**src/esc_pkg.sv**
```systemverilog
/*
 Constants shared by the event status and CRC readback block: frame layout,
 register offsets, event bit positions and reset values.
 Assumes a 32-bit full-duplex serial frame framed by an active-low select.
*/
package esc_pkg;
   // ------------------------------------------------------------
   // Frame layout
   // ------------------------------------------------------------
   localparam int FRAME_BITS = 32;
   localparam int CNT_W = 6;
   localparam int ADDR_W = 6;
   localparam int DATA_W = 24;
   localparam int FR_RW = 31;
   localparam int FR_ADDR_LO = 25;
   localparam int FR_DATA_LO = 1;
   localparam int RS_RESET = 31;
   localparam int RS_FRAME = 30;
   localparam int RS_PARITY = 29;
   localparam int RS_DATA_LO = 1;

   // ------------------------------------------------------------
   // Register map
   // ------------------------------------------------------------
   localparam logic [5:0] OFS_EVENT = 6'h02;
   localparam logic [5:0] OFS_CRC = 6'h03;
   localparam logic [5:0] OFS_CTRL = 6'h1a;
   localparam int EV_POR = 0;
   localparam int EV_FRAME = 1;
   localparam int EV_PARITY = 2;
   localparam int EV_SWITCH = 3;
   localparam int EV_SHUTDOWN = 4;
   localparam int EV_WARNING = 5;
   localparam int EV_CRC = 8;
   localparam logic [23:0] EVENT_RESET = 24'h000001;
   localparam logic [15:0] CRC_RESET = 16'hffff;
   localparam int CTL_SRST = 0;
   localparam int CTL_POLL = 1;
   localparam int CTL_CRC = 2;

   typedef enum logic [1:0] {LK_IDLE, LK_SHIFT, LK_EVAL} esc_link_type;
endpackage

```
**src/esc_top.sv**
```systemverilog
/*
 Event status register (clear on read) and CRC result register, reached
 over a 32-bit serial frame framed by an active-low select.
// How it works
// RULE_01: Warning flag sets on both warning edges.
// RULE_02: Shutdown flag sets on both shutdown edges.
// RULE_03: Reading event status clears all bits.
// RULE_04: Any switch threshold crossing sets switch flag.
// RULE_05: First finished poll cycle sets switch flag.
// RULE_06: Even-ones frame discarded, parity flag set.
// RULE_07: Parity flag mirrored into response status.
// RULE_08: Only exactly 32 clocks latch a word.
// RULE_09: Wrong clock count sets frame-length flag.
// RULE_10: Frame-length flag mirrored into response status.
// RULE_11: Select without clocks raises no error.
// RULE_12: Reset flag resets to one.
// RULE_13: Any reset restores all registers, state.
// RULE_14: Reset flag mirrored into response status.
// RULE_15: CRC bits 15-0 result, 23-16 zero.
// RULE_16: CRC register at 3h, resets FFFFh.
// RULE_17: Host compares its own CRC.
// RULE_18: Finished CRC calculation sets done flag.
// RULE_19: Event in clearing cycle stays set.
 Assumes: the select, serial clock and data pins and the two temperature
 levels are asynchronous; the serial clock is far slower than clk (at
 least four clk periods per half period). Switch levels, CRC result and
 poll completion come from logic on clk.
*/
`timescale 1ns/1ps
`default_nettype none
module esc_top
   import esc_pkg::*;
#(
   parameter int N_SWITCH = 24
) (
   // Clock and reset
   input wire logic clk,
   input wire logic nrst,
   // Serial link pins
   input wire logic cs_n,
   input wire logic sclk,
   input wire logic si,
   output var logic so,
   output var logic so_en_n,
   // Temperature monitors
   input wire logic temp_warning,
   input wire logic thermal_shutdown,
   // Switch monitor
   input wire logic [N_SWITCH-1:0] switch_state,
   input wire logic poll_cycle_done,
   output var logic poll_start,
   // CRC engine
   input wire logic crc_done,
   input wire logic [15:0] crc_value,
   output var logic crc_start
);
   // ------------------------------------------------------------
   // Declarations
   // ------------------------------------------------------------
   logic srst;
   logic next_srst;
   logic rst_n_all;
   logic cs_n_s;
   logic sclk_s;
   logic si_s;
   logic warn_s;
   logic shut_s;
   logic sclk_q;
   logic warn_q;
   logic shut_q;
   logic armed;
   logic sw_changed;
   logic sclk_rise;
   logic sclk_fall;
   esc_link_type state;
   esc_link_type next_state;
   logic [CNT_W-1:0] bit_cnt;
   logic [CNT_W-1:0] next_bit_cnt;
   logic [FRAME_BITS-1:0] rx_sh;
   logic [FRAME_BITS-1:0] next_rx_sh;
   logic [FRAME_BITS-1:0] tx_sh;
   logic [FRAME_BITS-1:0] next_tx_sh;
   logic [FRAME_BITS-1:0] resp;
   logic next_so;
   logic next_so_en_n;
   logic [DATA_W-1:0] rd_data;
   logic [DATA_W-1:0] next_rd_data;
   logic [DATA_W-1:0] reg_read;
   logic [DATA_W-1:0] event_status;
   logic [DATA_W-1:0] next_event_status;
   logic [DATA_W-1:0] ev_set;
   logic [15:0] crc_result;
   logic [15:0] next_crc_result;
   logic poll_wait;
   logic next_poll_wait;
   logic next_poll_start;
   logic next_crc_start;
   logic frame_err;
   logic parity_err;
   logic word_ok;
   logic is_write;
   logic [ADDR_W-1:0] addr;
   logic [DATA_W-1:0] wdata;
   logic clear_event;
   logic wr_ctrl;

   initial begin
      if (N_SWITCH < 1 || N_SWITCH > 24) $error("esc_top: N_SWITCH must be 1 to 24");
   end

   // Soft reset acts like the pin reset one cycle after the write
   assign rst_n_all = nrst & ~srst; // RULE_13

   // ------------------------------------------------------------
   // Input synchronisers and edge finding
   // ------------------------------------------------------------
   // Select idles high, so its stages reset high and no frame is faked after reset
   esc_sync #(
      .W(5),
      .RST(5'h10)
   ) u_sync (
      .clk(clk),
      .nrst(rst_n_all),
      .d({cs_n, sclk, si, temp_warning, thermal_shutdown}),
      .q({cs_n_s, sclk_s, si_s, warn_s, shut_s})
   );

   esc_change #(
      .W(N_SWITCH)
   ) u_change (
      .clk(clk),
      .nrst(rst_n_all),
      .d(switch_state),
      .changed(sw_changed)
   );

   assign sclk_rise = sclk_s & ~sclk_q;
   assign sclk_fall = ~sclk_s & sclk_q;

   always_ff @(posedge clk) begin
      if (!rst_n_all) begin
         sclk_q <= 1'b0;
         warn_q <= 1'b0;
         shut_q <= 1'b0;
         armed <= 1'b0;
      end else begin
         sclk_q <= sclk_s;
         warn_q <= warn_s;
         shut_q <= shut_s;
         armed <= 1'b1;
      end
   end

   // ------------------------------------------------------------
   // Frame decode
   // ------------------------------------------------------------
   assign is_write = rx_sh[FR_RW];
   assign addr = rx_sh[FR_ADDR_LO +: ADDR_W];
   assign wdata = rx_sh[FR_DATA_LO +: DATA_W];

   // Word is taken only on exactly 32 clocks and odd ones count
   always_comb begin
      word_ok = 1'b0;
      frame_err = 1'b0;
      parity_err = 1'b0;
      if (state == LK_EVAL) begin
         if (bit_cnt == CNT_W'(FRAME_BITS)) begin // RULE_08
            if (^rx_sh) begin
               word_ok = 1'b1;
            end else begin
               parity_err = 1'b1; // RULE_06
            end
         end else if (bit_cnt != '0) begin // RULE_11
            frame_err = 1'b1; // RULE_09
         end
      end
   end

   assign clear_event = word_ok && !is_write && (addr == OFS_EVENT); // RULE_03
   assign wr_ctrl = word_ok && is_write && (addr == OFS_CTRL);

   always_comb begin
      case (addr)
         OFS_EVENT: reg_read = event_status;
         OFS_CRC: reg_read = {8'h00, crc_result}; // RULE_15
         default: reg_read = '0;
      endcase
   end

   // ------------------------------------------------------------
   // Link state machine and shifters
   // ------------------------------------------------------------
   // Response carries status plus the data of the previous read
   always_comb begin
      resp = '0;
      resp[RS_RESET] = event_status[EV_POR]; // RULE_14
      resp[RS_FRAME] = event_status[EV_FRAME]; // RULE_10
      resp[RS_PARITY] = event_status[EV_PARITY]; // RULE_07
      resp[RS_DATA_LO +: DATA_W] = rd_data;
      resp[0] = ~^resp[FRAME_BITS-1:1];
   end

   always_comb begin
      next_state = state;
      next_bit_cnt = bit_cnt;
      next_rx_sh = rx_sh;
      next_tx_sh = tx_sh;
      next_so = so;
      next_so_en_n = so_en_n;
      next_rd_data = rd_data;
      case (state)
         LK_IDLE: begin
            next_so_en_n = 1'b1;
            if (!cs_n_s) begin
               next_state = LK_SHIFT;
               next_bit_cnt = '0;
               next_tx_sh = resp;
               next_so = resp[FRAME_BITS-1];
               next_so_en_n = 1'b0;
            end
         end
         LK_SHIFT: begin
            if (cs_n_s) begin
               next_state = LK_EVAL;
               next_so_en_n = 1'b1;
            end else begin
               if (sclk_rise) begin
                  next_rx_sh = {rx_sh[FRAME_BITS-2:0], si_s};
                  // Saturate at 63 so long frames never wrap to a legal count
                  if (bit_cnt != '1) begin
                     next_bit_cnt = bit_cnt + CNT_W'(1); // RULE_08
                  end
               end
               if (sclk_fall) begin
                  next_tx_sh = {tx_sh[FRAME_BITS-2:0], 1'b0};
                  next_so = tx_sh[FRAME_BITS-2];
               end
            end
         end
         LK_EVAL: begin
            next_state = LK_IDLE;
            if (word_ok && !is_write) begin
               next_rd_data = reg_read;
            end
         end
         default: begin
            next_state = LK_IDLE;
         end
      endcase
   end

   always_ff @(posedge clk) begin
      if (!rst_n_all) begin
         state <= LK_IDLE; // RULE_13
         bit_cnt <= '0;
         rx_sh <= '0;
         tx_sh <= '0;
         so <= 1'b0;
         so_en_n <= 1'b1;
         rd_data <= '0;
      end else begin
         state <= next_state;
         bit_cnt <= next_bit_cnt;
         rx_sh <= next_rx_sh;
         tx_sh <= next_tx_sh;
         so <= next_so;
         so_en_n <= next_so_en_n;
         rd_data <= next_rd_data;
      end
   end

   // ------------------------------------------------------------
   // Event status, CRC result and control
   // ------------------------------------------------------------
   always_comb begin
      ev_set = '0;
      ev_set[EV_WARNING] = armed && (warn_s ^ warn_q); // RULE_01
      ev_set[EV_SHUTDOWN] = armed && (shut_s ^ shut_q); // RULE_02
      ev_set[EV_SWITCH] = sw_changed | (poll_wait & poll_cycle_done); // RULE_04 RULE_05
      ev_set[EV_PARITY] = parity_err; // RULE_06
      ev_set[EV_FRAME] = frame_err; // RULE_09
      ev_set[EV_CRC] = crc_done; // RULE_18
   end

   // Set wins over the read clear so nothing is lost
   always_comb begin
      next_event_status = (clear_event ? '0 : event_status) | ev_set; // RULE_03 RULE_19
      next_crc_result = crc_done ? crc_value : crc_result; // RULE_18
      next_poll_wait = poll_wait;
      if (poll_cycle_done) begin
         next_poll_wait = 1'b0; // RULE_05
      end
      if (wr_ctrl && wdata[CTL_POLL]) begin
         next_poll_wait = 1'b1;
      end
      next_poll_start = wr_ctrl && wdata[CTL_POLL];
      next_crc_start = wr_ctrl && wdata[CTL_CRC];
      next_srst = wr_ctrl && wdata[CTL_SRST];
   end

   always_ff @(posedge clk) begin
      if (!rst_n_all) begin
         event_status <= EVENT_RESET; // RULE_12
         crc_result <= CRC_RESET; // RULE_16
         poll_wait <= 1'b0;
         poll_start <= 1'b0;
         crc_start <= 1'b0;
      end else begin
         event_status <= next_event_status;
         crc_result <= next_crc_result;
         poll_wait <= next_poll_wait;
         poll_start <= next_poll_start;
         crc_start <= next_crc_start;
      end
   end

   // The soft reset request only answers to the pin reset
   always_ff @(posedge clk) begin
      if (!nrst) begin
         srst <= 1'b0;
      end else begin
         srst <= next_srst; // RULE_12
      end
   end
endmodule
`default_nettype wire

```
**src/esc_sync.sv**
```systemverilog
/*
 Two-stage synchroniser for a group of asynchronous levels.
 Assumes a synchronous active-low reset in the receiving domain.
*/
`timescale 1ns/1ps
`default_nettype none
module esc_sync #(
   parameter int W = 1,
   parameter logic [W-1:0] RST = '0
) (
   // Clock and reset
   input wire logic clk,
   input wire logic nrst,
   // Levels
   input wire logic [W-1:0] d,
   output var logic [W-1:0] q
);
   logic [W-1:0] meta;
   logic [W-1:0] next_meta;
   logic [W-1:0] next_q;

   initial begin
      if (W < 1) $error("esc_sync: width must be at least one");
   end

   always_comb begin
      next_meta = d;
      next_q = meta;
   end

   always_ff @(posedge clk) begin
      if (!nrst) begin
         meta <= RST;
         q <= RST;
      end else begin
         meta <= next_meta;
         q <= next_q;
      end
   end
endmodule
`default_nettype wire

```
**src/esc_change.sv**
```systemverilog
/*
 Per-bit change detector: one pulse whenever any input bit differs from
 the value it held the cycle before. Inputs are in the clock's domain.
*/
`timescale 1ns/1ps
`default_nettype none
module esc_change #(
   parameter int W = 24
) (
   // Clock and reset
   input wire logic clk,
   input wire logic nrst,
   // Levels in, change pulse out
   input wire logic [W-1:0] d,
   output var logic changed
);
   logic [W-1:0] prev;
   logic [W-1:0] diff;
   logic armed;
   logic next_changed;

   initial begin
      if (W < 1) $error("esc_change: width must be at least one");
   end

   // One comparator per input
   genvar i;
   generate
      for (i = 0; i < W; i++) begin : g_bit
         assign diff[i] = d[i] ^ prev[i];
      end
   endgenerate

   // The first sample after reset only arms, so the reset value fakes nothing
   always_comb begin
      next_changed = armed && (|diff);
   end

   always_ff @(posedge clk) begin
      if (!nrst) begin
         prev <= '0;
         armed <= 1'b0;
         changed <= 1'b0;
      end else begin
         prev <= d;
         armed <= 1'b1;
         changed <= next_changed;
      end
   end
endmodule
`default_nettype wire

```
**config.mk**
```make
export PLATFORM = sky130hd
export DESIGN_NAME = esc_top
export DESIGN_NICKNAME = d
export VERILOG_FILES = /design/src/esc_pkg.sv /design/src/esc_top.sv /design/src/esc_sync.sv /design/src/esc_change.sv
export SDC_FILE = /design/constraint.sdc
export NUM_CORES = 1
export LEC_CHECK = 0
export ABC_CLOCK_PERIOD_IN_PS = 3350
export BUFFER_PORTS_ARGS = -buffer_cell sky130_fd_sc_hd__buf_2
export CAP_MARGIN = 40
export CORE_UTILIZATION = 64
export CTS_CLUSTER_SIZE = 30
export DETAILED_ROUTE_END_ITERATION = 6
export GPL_TIMING_DRIVEN = 0
export HOLD_SLACK_MARGIN = 0.02
export PLACE_DENSITY = 0.94
export SLEW_MARGIN = 20
export SYNTH_ARGS = -nofsm -noshare
export SYNTH_HDL_FRONTEND = slang
export SYNTH_SLANG_ARGS = --single-unit
export TNS_END_PERCENT = 10
```
**constraint.sdc**
```tcl
create_clock -name clk -period 3.35 [get_ports clk]
set_clock_uncertainty 0.2 [all_clocks]
set_input_delay 0.1675 -clock clk [delete_from_list [all_inputs] [get_ports clk]]
set_output_delay 0.1675 -clock clk [all_outputs]
set_load 0.005 [all_outputs]
```
==> results of run 1 <==
[synth_stat cells, drive strengths merged, types with 2 or more instances]
cell,instances
inv,2
a32o,2
nand4,6
nor4,6
nor2,34
or3,2
clkbuf,40
nand2,169
a311oi,19
xnor2,52
o21ai,2
buf,3
nand2b,7
a21oi,47
nor2b,3
nand3,14
mux2i,32
mux2,7
and2,37
and3,9
ha,2
nor3,4
dfxtp,155
xor2,28
[stage by stage]
step / area (sq um) / util [%] / worst slack (ps) / instances / hold WS [ps]
finish: 7766 / 82.87 / 26.55 / 961 / 133.3
global route: 7766 / 82.87 / 134.3 / 961 / 151.9
CTS: 7766 / 82.87 / 828.6 / 961 / 152.8
detailed placement: 6678 / 71.26 / 915.1 / 877 / 158.1
global placement: 6673 / 71.20 / 786.6 / 876 / 161.7
floorplan: 6256 / - / 1130 / 696 / 68.97
[flip-flops by register name, summed over array words and instances (netlist names)]
signal            cells
rx_sh                32
tx_sh                31
u_change.prev        24
crc_result           16
rd_data              16
event_status          7
bit_cnt               6
u_sync.meta           5
u_sync.q              5
state                 2
crc_start             1
poll_start            1
poll_wait             1
sclk_q                1
shut_q                1
so                    1
so_en_n               1
srst                  1
u_change.armed        1
u_change.changed      1
warn_q                1
[worst min-delay path by stage]
stage	slack [ps]	startpoint	to	cells past startpoint
floorplan	70	cs_n	u_sync.meta[4]$_SDFF_PN1_	1
global placement	160	cs_n	u_sync.meta[4]$_SDFF_PN1_	2
detailed placement	160	cs_n	u_sync.meta[4]$_SDFF_PN1_	2
CTS	150	si	u_sync.meta[2]$_SDFF_PN0_	3
global route	150	cs_n	u_sync.meta[4]$_SDFF_PN1_	3
finish	130	cs_n	u_sync.meta[4]$_SDFF_PN1_	3
[cells by family after synthesis]
kind of cell	after synthesis	share of synthesized area, %
simple gates	294	21.04
mux	39	6.380
compound gates	80	8.301
fa+ha+maj	2	0.3999
buf+inv	46	3.080
xor+xnor	80	11.20
flops	155	49.60
[routing by layer]
layer	GRT usage (%)	vias to the layer above	part of all wire (%)
met5	0	-	0.055
met2	74.97	557	47
li1	-	2548	-
met3	14.22	205	11
met4	37.68	2	9.3
met1	47.44	2831	33
[worst max-delay path: stages (launching register included)]
cell and delay (ps):
dfxtp_1 300, nand2b_1 130, clkbuf_1 310, nor4_1 830
buf_2 320, and2_1 160, clkbuf_2 240, nand2_1 140
mux2i_1 550
[power by group through the flow]
stage	combinational (mW)	sequential (mW)	clock, mW
2_1_floorplan	0.120	1.95	0
3_3_place_gp	0.175	1.96	0
3_5_place_dp	0.187	1.96	0
4_1_cts	0.245	1.92	1.81
5_1_grt	0.288	1.93	1.93
6_report	0.275	1.93	1.88
[area by class of cell]
type	instances	area [sq um]	share of cell area (%)
tap	129	161.4	2.078
sequential	155	3103	39.95
clock buffer	17	414.1	5.333
inverter	3	11.26	0.1450
buffer	43	181.4	2.336
clock inverter	13	133.9	1.724
timing repair buffer	106	800.8	10.31
multi-input combinational	495	2960	38.12
==> impl_metrics.tcl, run 1 <==
set metrics [dict create \
    status "complete, no violations" \
    dr.pass1.iters 6 \
    clkLatencyLatePin_ps 560 \
    track_usage_pct 45.40 \
    crit_type "reg2reg" \
    die_x_microns 100.9 \
    p_int_mw 3.020 \
    nets 872 \
    dieHeight_microns 100.9 \
    ys.flop_type "dfxtp_1" \
    path_clk_slew_ps 90 \
    end_kind "register" \
    core_sq_mm 0.009371 \
    post-cts-setup-buffers 0 \
    synthTopCellsByArea "dfxtp_1 50%, nand2_1 10%, xnor2_1 7.3%" \
    setup_viol 0 \
    avgSynthCellArea_sq_um 8.989 \
    syn_area_sq_mm 0.006256 \
    syn_inst 696 \
    p_sw_mw 1.065 \
    hpwl_microns 9536 \
    period_share_pct 99.21 \
    grt_pass1_wl_microns 33260 \
    placementRows 35 \
    min_period_ps 3323 \
    yosysUniqueCellTypes 42 \
    finalMaxSlewViolations 0 \
    p_total_mw 4.085 \
    num-fill-cells 412 \
    first_iter_violations 873 \
    vias 6143 \
    cts_made_buffers 17 \
    p_seq_share_pct 47.2 \
    vias_per_cell 6.392 \
    layout-drive-gt1-share_pct 11.42 \
    synth-edff-count 0 \
    max_freq_mhz 300.9 \
    crit_path_start_kind "register" \
    ys_async_sr_fraction_pct 0 \
    rsz0062_at_grt "no" \
    synth.net_count 747 \
    maxCapViolCount 0 \
    setup_tns_ps 0 \
    cts-root-buf "clkbuf_8" \
    pin_count 53 \
    ys_seq_area_share_pct 49.60 \
    grt_max_degree 17 \
    worstPathRequired_ps 3550 \
    worstReg2RegStart "srst$_SDFF_PN0_" \
    critical_path.endpoint "rd_data[13]$_SDFFE_PN0P_" \
    r2r_end "rd_data[13]$_SDFFE_PN0P_" \
    gr-total-overflow 0 \
    cp.arrival_ps 3520 \
    n_antenna_cell 0 \
    r2r_slack_ps 30 \
    hp-class "in2reg" \
    cts_max_level 4 \
    cts_tree "yes" \
    crit_start "srst$_SDFF_PN0_" \
    layout_common_cells "169 x nand2_1, 155 x dfxtp_1, 54 x dlygate4sd3_1" \
    numClockSinks 155 \
    synth_top_area_share_pct 49.60 \
    drc 0 \
    grt_pass1_vias 6217 \
    ff2ff_path_depth 8 \
    area_growth_pct 24.14 \
    p_clk_share_pct 46.1 \
    die_area_sq_mm 0.01017 \
    worst_pin_slew_ps 887.0 \
    crit_fanout 10 \
    report.final.hold_viol_count 0 \
    peakVddDrop_v 0.0005240 \
    power_leakage_nw 3.012 \
    holdBufCountCts 54 \
    power_density_mw_per_mm2 526.0 \
    ctsResizeCount 0 \
    ys_warn_count 0 \
    clockBufferDepth 2 \
    max_slew_margin_pct 40.32 \
    routed_wl_microns 21940 \
    port-buffer-count 51 \
    layout_commonest_cell "nand2_1" \
    yosys.area.top_type "dfxtp_1" \
    grt_antenna_before_repair 2 \
    swShare_pct 26.07 \
    wl_per_cell_microns 22.83 \
    antenna_left 0 \
    initial_core_util_pct 66.76 \
    gp_congestion 0.8411 \
    combPwrFrac_pct 6.7 \
    ys_ff_latch 155 \
]
Note: power is estimated with default switching activity, not from simulation.
==> inputs of run 2 (changes only) <==
Settings changed: CORE_MARGIN set to 8.
==> impl_metrics.tcl, run 2 (synthesis gave the netlist of run 1 again) <==
set metrics [dict create \
    gp_congestion 0.8338 \
    peakVddDrop_v 0.0006863 \
    max_freq_mhz 366.0 \
    max_slew_margin_pct 47.54 \
    cts_tree "yes" \
    p_total_mw 4.250 \
    layout_commonest_cell "nand2_1" \
    largest_reg_flops 32 \
    initial_core_util_pct 64.90 \
    p_int_mw 3.181 \
    cp.arrival_ps 2990 \
    swShare_pct 25.15 \
    regArea_sq_mm 0.003103 \
    dieHeight_microns 114.9 \
    clockBufferDepth 2 \
    hpwl_microns 9972 \
    die_area_sq_mm 0.01320 \
    cts_max_level 4 \
    layout-drive-gt1-share_pct 11.52 \
    placementRows 36 \
    r2r_end "rd_data[15]$_SDFFE_PN0P_" \
    final_cells 966 \
    end_kind "register" \
    combPwrFrac_pct 6.6 \
    critical_path.endpoint "rd_data[15]$_SDFFE_PN0P_" \
    r2r_slack_ps 620 \
    worst_slack_ps 617.6 \
    antenna_left 0 \
    dp_cells 881 \
    area_growth_pct 24.96 \
    crit_start "srst$_SDFF_PN0_" \
    crit_path_start_kind "register" \
    dr.pass1.iters 7 \
    path_clk_slew_ps 70 \
    grt_max_degree 17 \
    layout_common_cells "169 x nand2_1, 155 x dfxtp_1, 54 x dlygate4sd3_1" \
    rsz0062_at_grt "no" \
    port-buffer-count 51 \
    grt_pass1_vias 6470 \
    die_x_microns 114.9 \
    min_from "sclk" \
    core_sq_mm 0.009639 \
    first_iter_violations 804 \
    p_seq_share_pct 45.3 \
    track_usage_pct 36.05 \
    multi_input_area_sq_mm 0.002960 \
    n_antenna_cell 0 \
    hp-class "in2reg" \
    power_density_mw_per_mm2 543.7 \
    drc 0 \
    gr-total-overflow 0 \
    period_share_pct 81.56 \
    status "complete, no violations" \
    worst_hold_slack_ps 203.7 \
    vias_per_cell 6.458 \
    cts_made_buffers 17 \
    crit_fanout 10 \
    reg.largest.list "rx_sh (32), tx_sh (31), u_change.prev (24)" \
    pin_count 53 \
    min_period_ps 2732 \
    top_register "rx_sh" \
    grt_pass1_wl_microns 35770 \
    p_clk_share_pct 48.0 \
    num-fill-cells 448 \
    numClockSinks 155 \
    setup_viol 0 \
    vias 6238 \
    power_leakage_nw 3.042 \
    clkLatencyLatePin_ps 550 \
    cts-root-buf "clkbuf_8" \
    setup_tns_ps 0 \
    nets 872 \
    worstPathRequired_ps 3600 \
    grt_antenna_before_repair 0 \
    p_sw_mw 1.069 \
    finalMaxSlewViolations 0 \
    worstReg2RegStart "srst$_SDFF_PN0_" \
    dp_slack_ps 883.9 \
    crit_type "reg2reg" \
    report.final.hold_viol_count 0 \
    routed_wl_microns 22820 \
    maxCapViolCount 0 \
    wl_per_cell_microns 23.62 \
    worst_pin_slew_ps 786.9 \
    ff2ff_path_depth 8 \
]
## run 2: cell count changes in the layout (fill, tap and decap cells not counted), sizes merged
cell / delta
bufinv: +2
clkinv: +4
inv: -4
clkbuf: +1
clkinvlp: -2
## run 2: layer usage
layer,vias to the layer above,part of all wire (%),GRT usage [%]
met5,-,0,0
met4,0,8.9,29.33
met3,202,10,11.03
met2,610,47,59.20
met1,2875,33,37.70
li1,2551,-,-
## run 2: worst min-delay path by stage
stage                                           end  slack (ps)  depth (start not counted)
final                     u_sync.meta[3]$_SDFF_PN0_         200                          3
after global routing      u_sync.meta[1]$_SDFF_PN0_         200                          3
after CTS                 u_sync.meta[0]$_SDFF_PN0_         150                          3
after detailed placement  u_sync.meta[2]$_SDFF_PN0_         170                          2
after global placement    u_sync.meta[4]$_SDFF_PN1_         160                          2
after floorplan           u_sync.meta[4]$_SDFF_PN1_          70                          1
## run 2: metrics by stage
stage               utilization, %  area, sq um
finish                       81.10         7818
CTS                          81.10         7818
floorplan                        -         6256
detailed placement           69.33         6683
global route                 81.10         7818
global placement             69.28         6678
## run 2: cell type report
| class | instances | area share, % |
|---|---|---|
| buffer | 43 | 2.321 |
| tap | 133 | 2.129 |
| sequential | 155 | 39.69 |
| clock inverter | 13 | 2.129 |
| clock buffer | 18 | 5.474 |
| timing repair buffer | 106 | 10.24 |
| inverter | 3 | 0.1440 |
| multi-input combinational | 495 | 37.87 |
## run 2: what timing repair did
item                                   CTS  global route
endpoints found under the hold margin   49             0
setup buffers                            0             0
hold buffers                            54             0
setup endpoints to repair                0             0
resized for setup                        0             0
## run 2: power by group through the flow
| stage | logic (mW) | clock network (mW) | registers [mW] |
|---|---|---|---|
| 2_1_floorplan | 0.120 | 0 | 1.95 |
| 3_3_place_gp | 0.175 | 0 | 1.96 |
| 3_5_place_dp | 0.187 | 0 | 1.96 |
| 4_1_cts | 0.246 | 1.94 | 1.92 |
| 5_1_grt | 0.297 | 2.09 | 1.93 |
| 6_report | 0.282 | 2.04 | 1.93 |
## run 2: critical path, cell delays in order (launching register included)
cell,delay [ps]
dfxtp_1,290
nand2b_1,130
clkbuf_1,270
nor4_1,620
buf_2,300
and2_1,140
clkbuf_2,240
nand2_1,230
mux2i_1,230
==> inputs of run 3 (changes only) <==
Settings changed: ABC_CLOCK_PERIOD_IN_PS 3350 to 2450, CORE_UTILIZATION 64 to 53, PLACE_DENSITY 0.94 to 0.84.
Clock period 3.35 ns to 2.45 ns, I/O delays scaled along.
==> impl_metrics.tcl, run 3 (synthesis gave the netlist of run 1 again) <==
set metrics [dict create \
    status "complete, no violations" \
    path_buf_inv 2 \
    cts_tree "yes" \
    wl_per_cell_microns 16.56 \
    gr-total-overflow 0 \
    crit_path_start_kind "register" \
    largest_reg_flops 32 \
    worst_hold_slack_ps 230.8 \
    power_leakage_nw 3.070 \
    numClockSinks 155 \
    finalCoreUtilization_pct 68.81 \
    crit_start "srst$_SDFF_PN0_" \
    worstReg2RegStart "srst$_SDFF_PN0_" \
    die_area_sq_mm 0.01554 \
    clockBufferDepth 2 \
    layout_common_cells "169 x nand2_1, 155 x dfxtp_1, 54 x dlygate4sd3_1" \
    min_from "u_sync.meta[3]$_SDFF_PN0_" \
    gp_congestion 0.8305 \
    cp.arrival_ps 2510 \
    max_slew_margin_pct 54.36 \
    layout-drive-gt1-share_pct 12.12 \
    grt_pass1_wl_microns 26540 \
    grt_pass1_vias 5593 \
    grt_antenna_before_repair 0 \
    period_share_pct 96.59 \
    vias_per_cell 5.404 \
    p_sw_mw 1.319 \
    nets 871 \
    path_clk_slew_ps 60 \
    end_kind "register" \
    port-buffer-count 51 \
    final_area_sq_mm 0.007890 \
    first_iter_violations 388 \
    worstPathRequired_ps 2590 \
    pin_count 53 \
    cpMaxStageDelayCell "nor4_4" \
    area_growth_pct 26.12 \
    core_sq_mm 0.01147 \
    track_usage_pct 20.41 \
    drc 0 \
    setup_tns_ps 0 \
    report.final.hold_viol_count 0 \
    die_x_microns 124.6 \
    cts-root-buf "clkbuf_16" \
    path_cells "nand2b_1 > nor4_4 > buf_1 > and2_1 > clkbuf_2 > nand2_1 > mux2i_1" \
    post-cts-setup-buffers 0 \
    cts_made_buffers 17 \
    multi_input_area_sq_mm 0.003002 \
    crit_type "reg2reg" \
    clkLatencyLatePin_ps 420 \
    reg.largest.list "rx_sh (32), tx_sh (31), u_change.prev (24)" \
    worst_pin_slew_ps 677.2 \
    regArea_sq_mm 0.003103 \
    vias 5274 \
    grt_max_degree 17 \
    initial_core_util_pct 54.56 \
    finalMaxSlewViolations 0 \
    cts_max_level 4 \
    top_register "rx_sh" \
    dr.pass1.iters 5 \
    crit_fanout 10 \
    swShare_pct 23.13 \
    antenna_left 0 \
    dieHeight_microns 124.6 \
    p_clk_share_pct 47.9 \
    cp_top_family "simple AND/OR/NAND/NOR gates" \
    setup_viol 0 \
    power_density_mw_per_mm2 723.0 \
    p_seq_share_pct 46.1 \
    routed_wl_microns 16160 \
    p_int_mw 4.385 \
    n_antenna_cell 0 \
    peakVddDrop_v 0.0004696 \
    dpl_cell_area_sq_mm 0.006694 \
    layout_commonest_cell "nand2_1" \
    placementRows 39 \
    min_period_ps 2366 \
    hpwl_microns 9013 \
    rsz0062_at_grt "yes" \
    hp-class "reg2reg" \
    maxCapViolCount 0 \
    max_freq_mhz 422.6 \
    num-fill-cells 744 \
    combPwrFrac_pct 6.0 \
    slowest_delay_ps 420 \
]
==> run 3: cell types whose count changed in the layout (fill, tap and decap cells not counted), moves of 2 or more <==
cell / change
clkbuf_8: -2
clkinv_4: +3
xnor2_1: -2
xnor2_2: +2
==> run 3: metal layers <==
layer	vias up	routed length, microns	GRT usage, %
met5	-	0	0
met4	0	457	9.426
met3	46	974	5.277
met2	184	8290	36.40
met1	2490	6438	22.09
li1	2554	-	-
==> run 3: worst paths after layout <==
path	endpoint	slack, ps	cells past startpoint
max	rd_data[15]$_SDFFE_PN0P_	80	7
max reg2reg	rd_data[15]$_SDFFE_PN0P_	80	7
min reg2reg	u_sync.q[3]$_SDFF_PN0_	230	1
min	u_sync.q[3]$_SDFF_PN0_	230	1
==> run 3: per-stage QoR <==
stage	worst slack (ps)	power, mW	instances
after floorplan	229.5	2.834	696
after global placement	-34.97	2.921	890
after detailed placement	34.79	2.931	891
after CTS	17.40	5.672	977
after global routing	-36.16	5.865	976
final	83.58	5.705	976
==> run 3: cell type report <==
type,instances,share of cell area (%)
tap,143,2.268
clock inverter,15,2.395
timing repair buffer,106,10.13
sequential,155,39.33
buffer,42,2.252
inverter,3,0.1903
multi-input combinational,495,38.04
clock buffer,17,5.392
==> run 3: power by group through the flow <==
stage	combinational (mW)	sequential, mW	clock, mW
floorplan	0.165	2.67	0
global placement	0.246	2.68	0
detailed placement	0.253	2.68	0
CTS	0.328	2.62	2.72
global route	0.377	2.63	2.86
finish	0.344	2.63	2.73
==> run 3: timing repair <==
item | CTS | global route
endpoints found under the hold margin | 49 | 0
hold buffers | 54 | 0
gates resized for setup | 0 | 8
endpoints found under the setup margin | 0 | 27
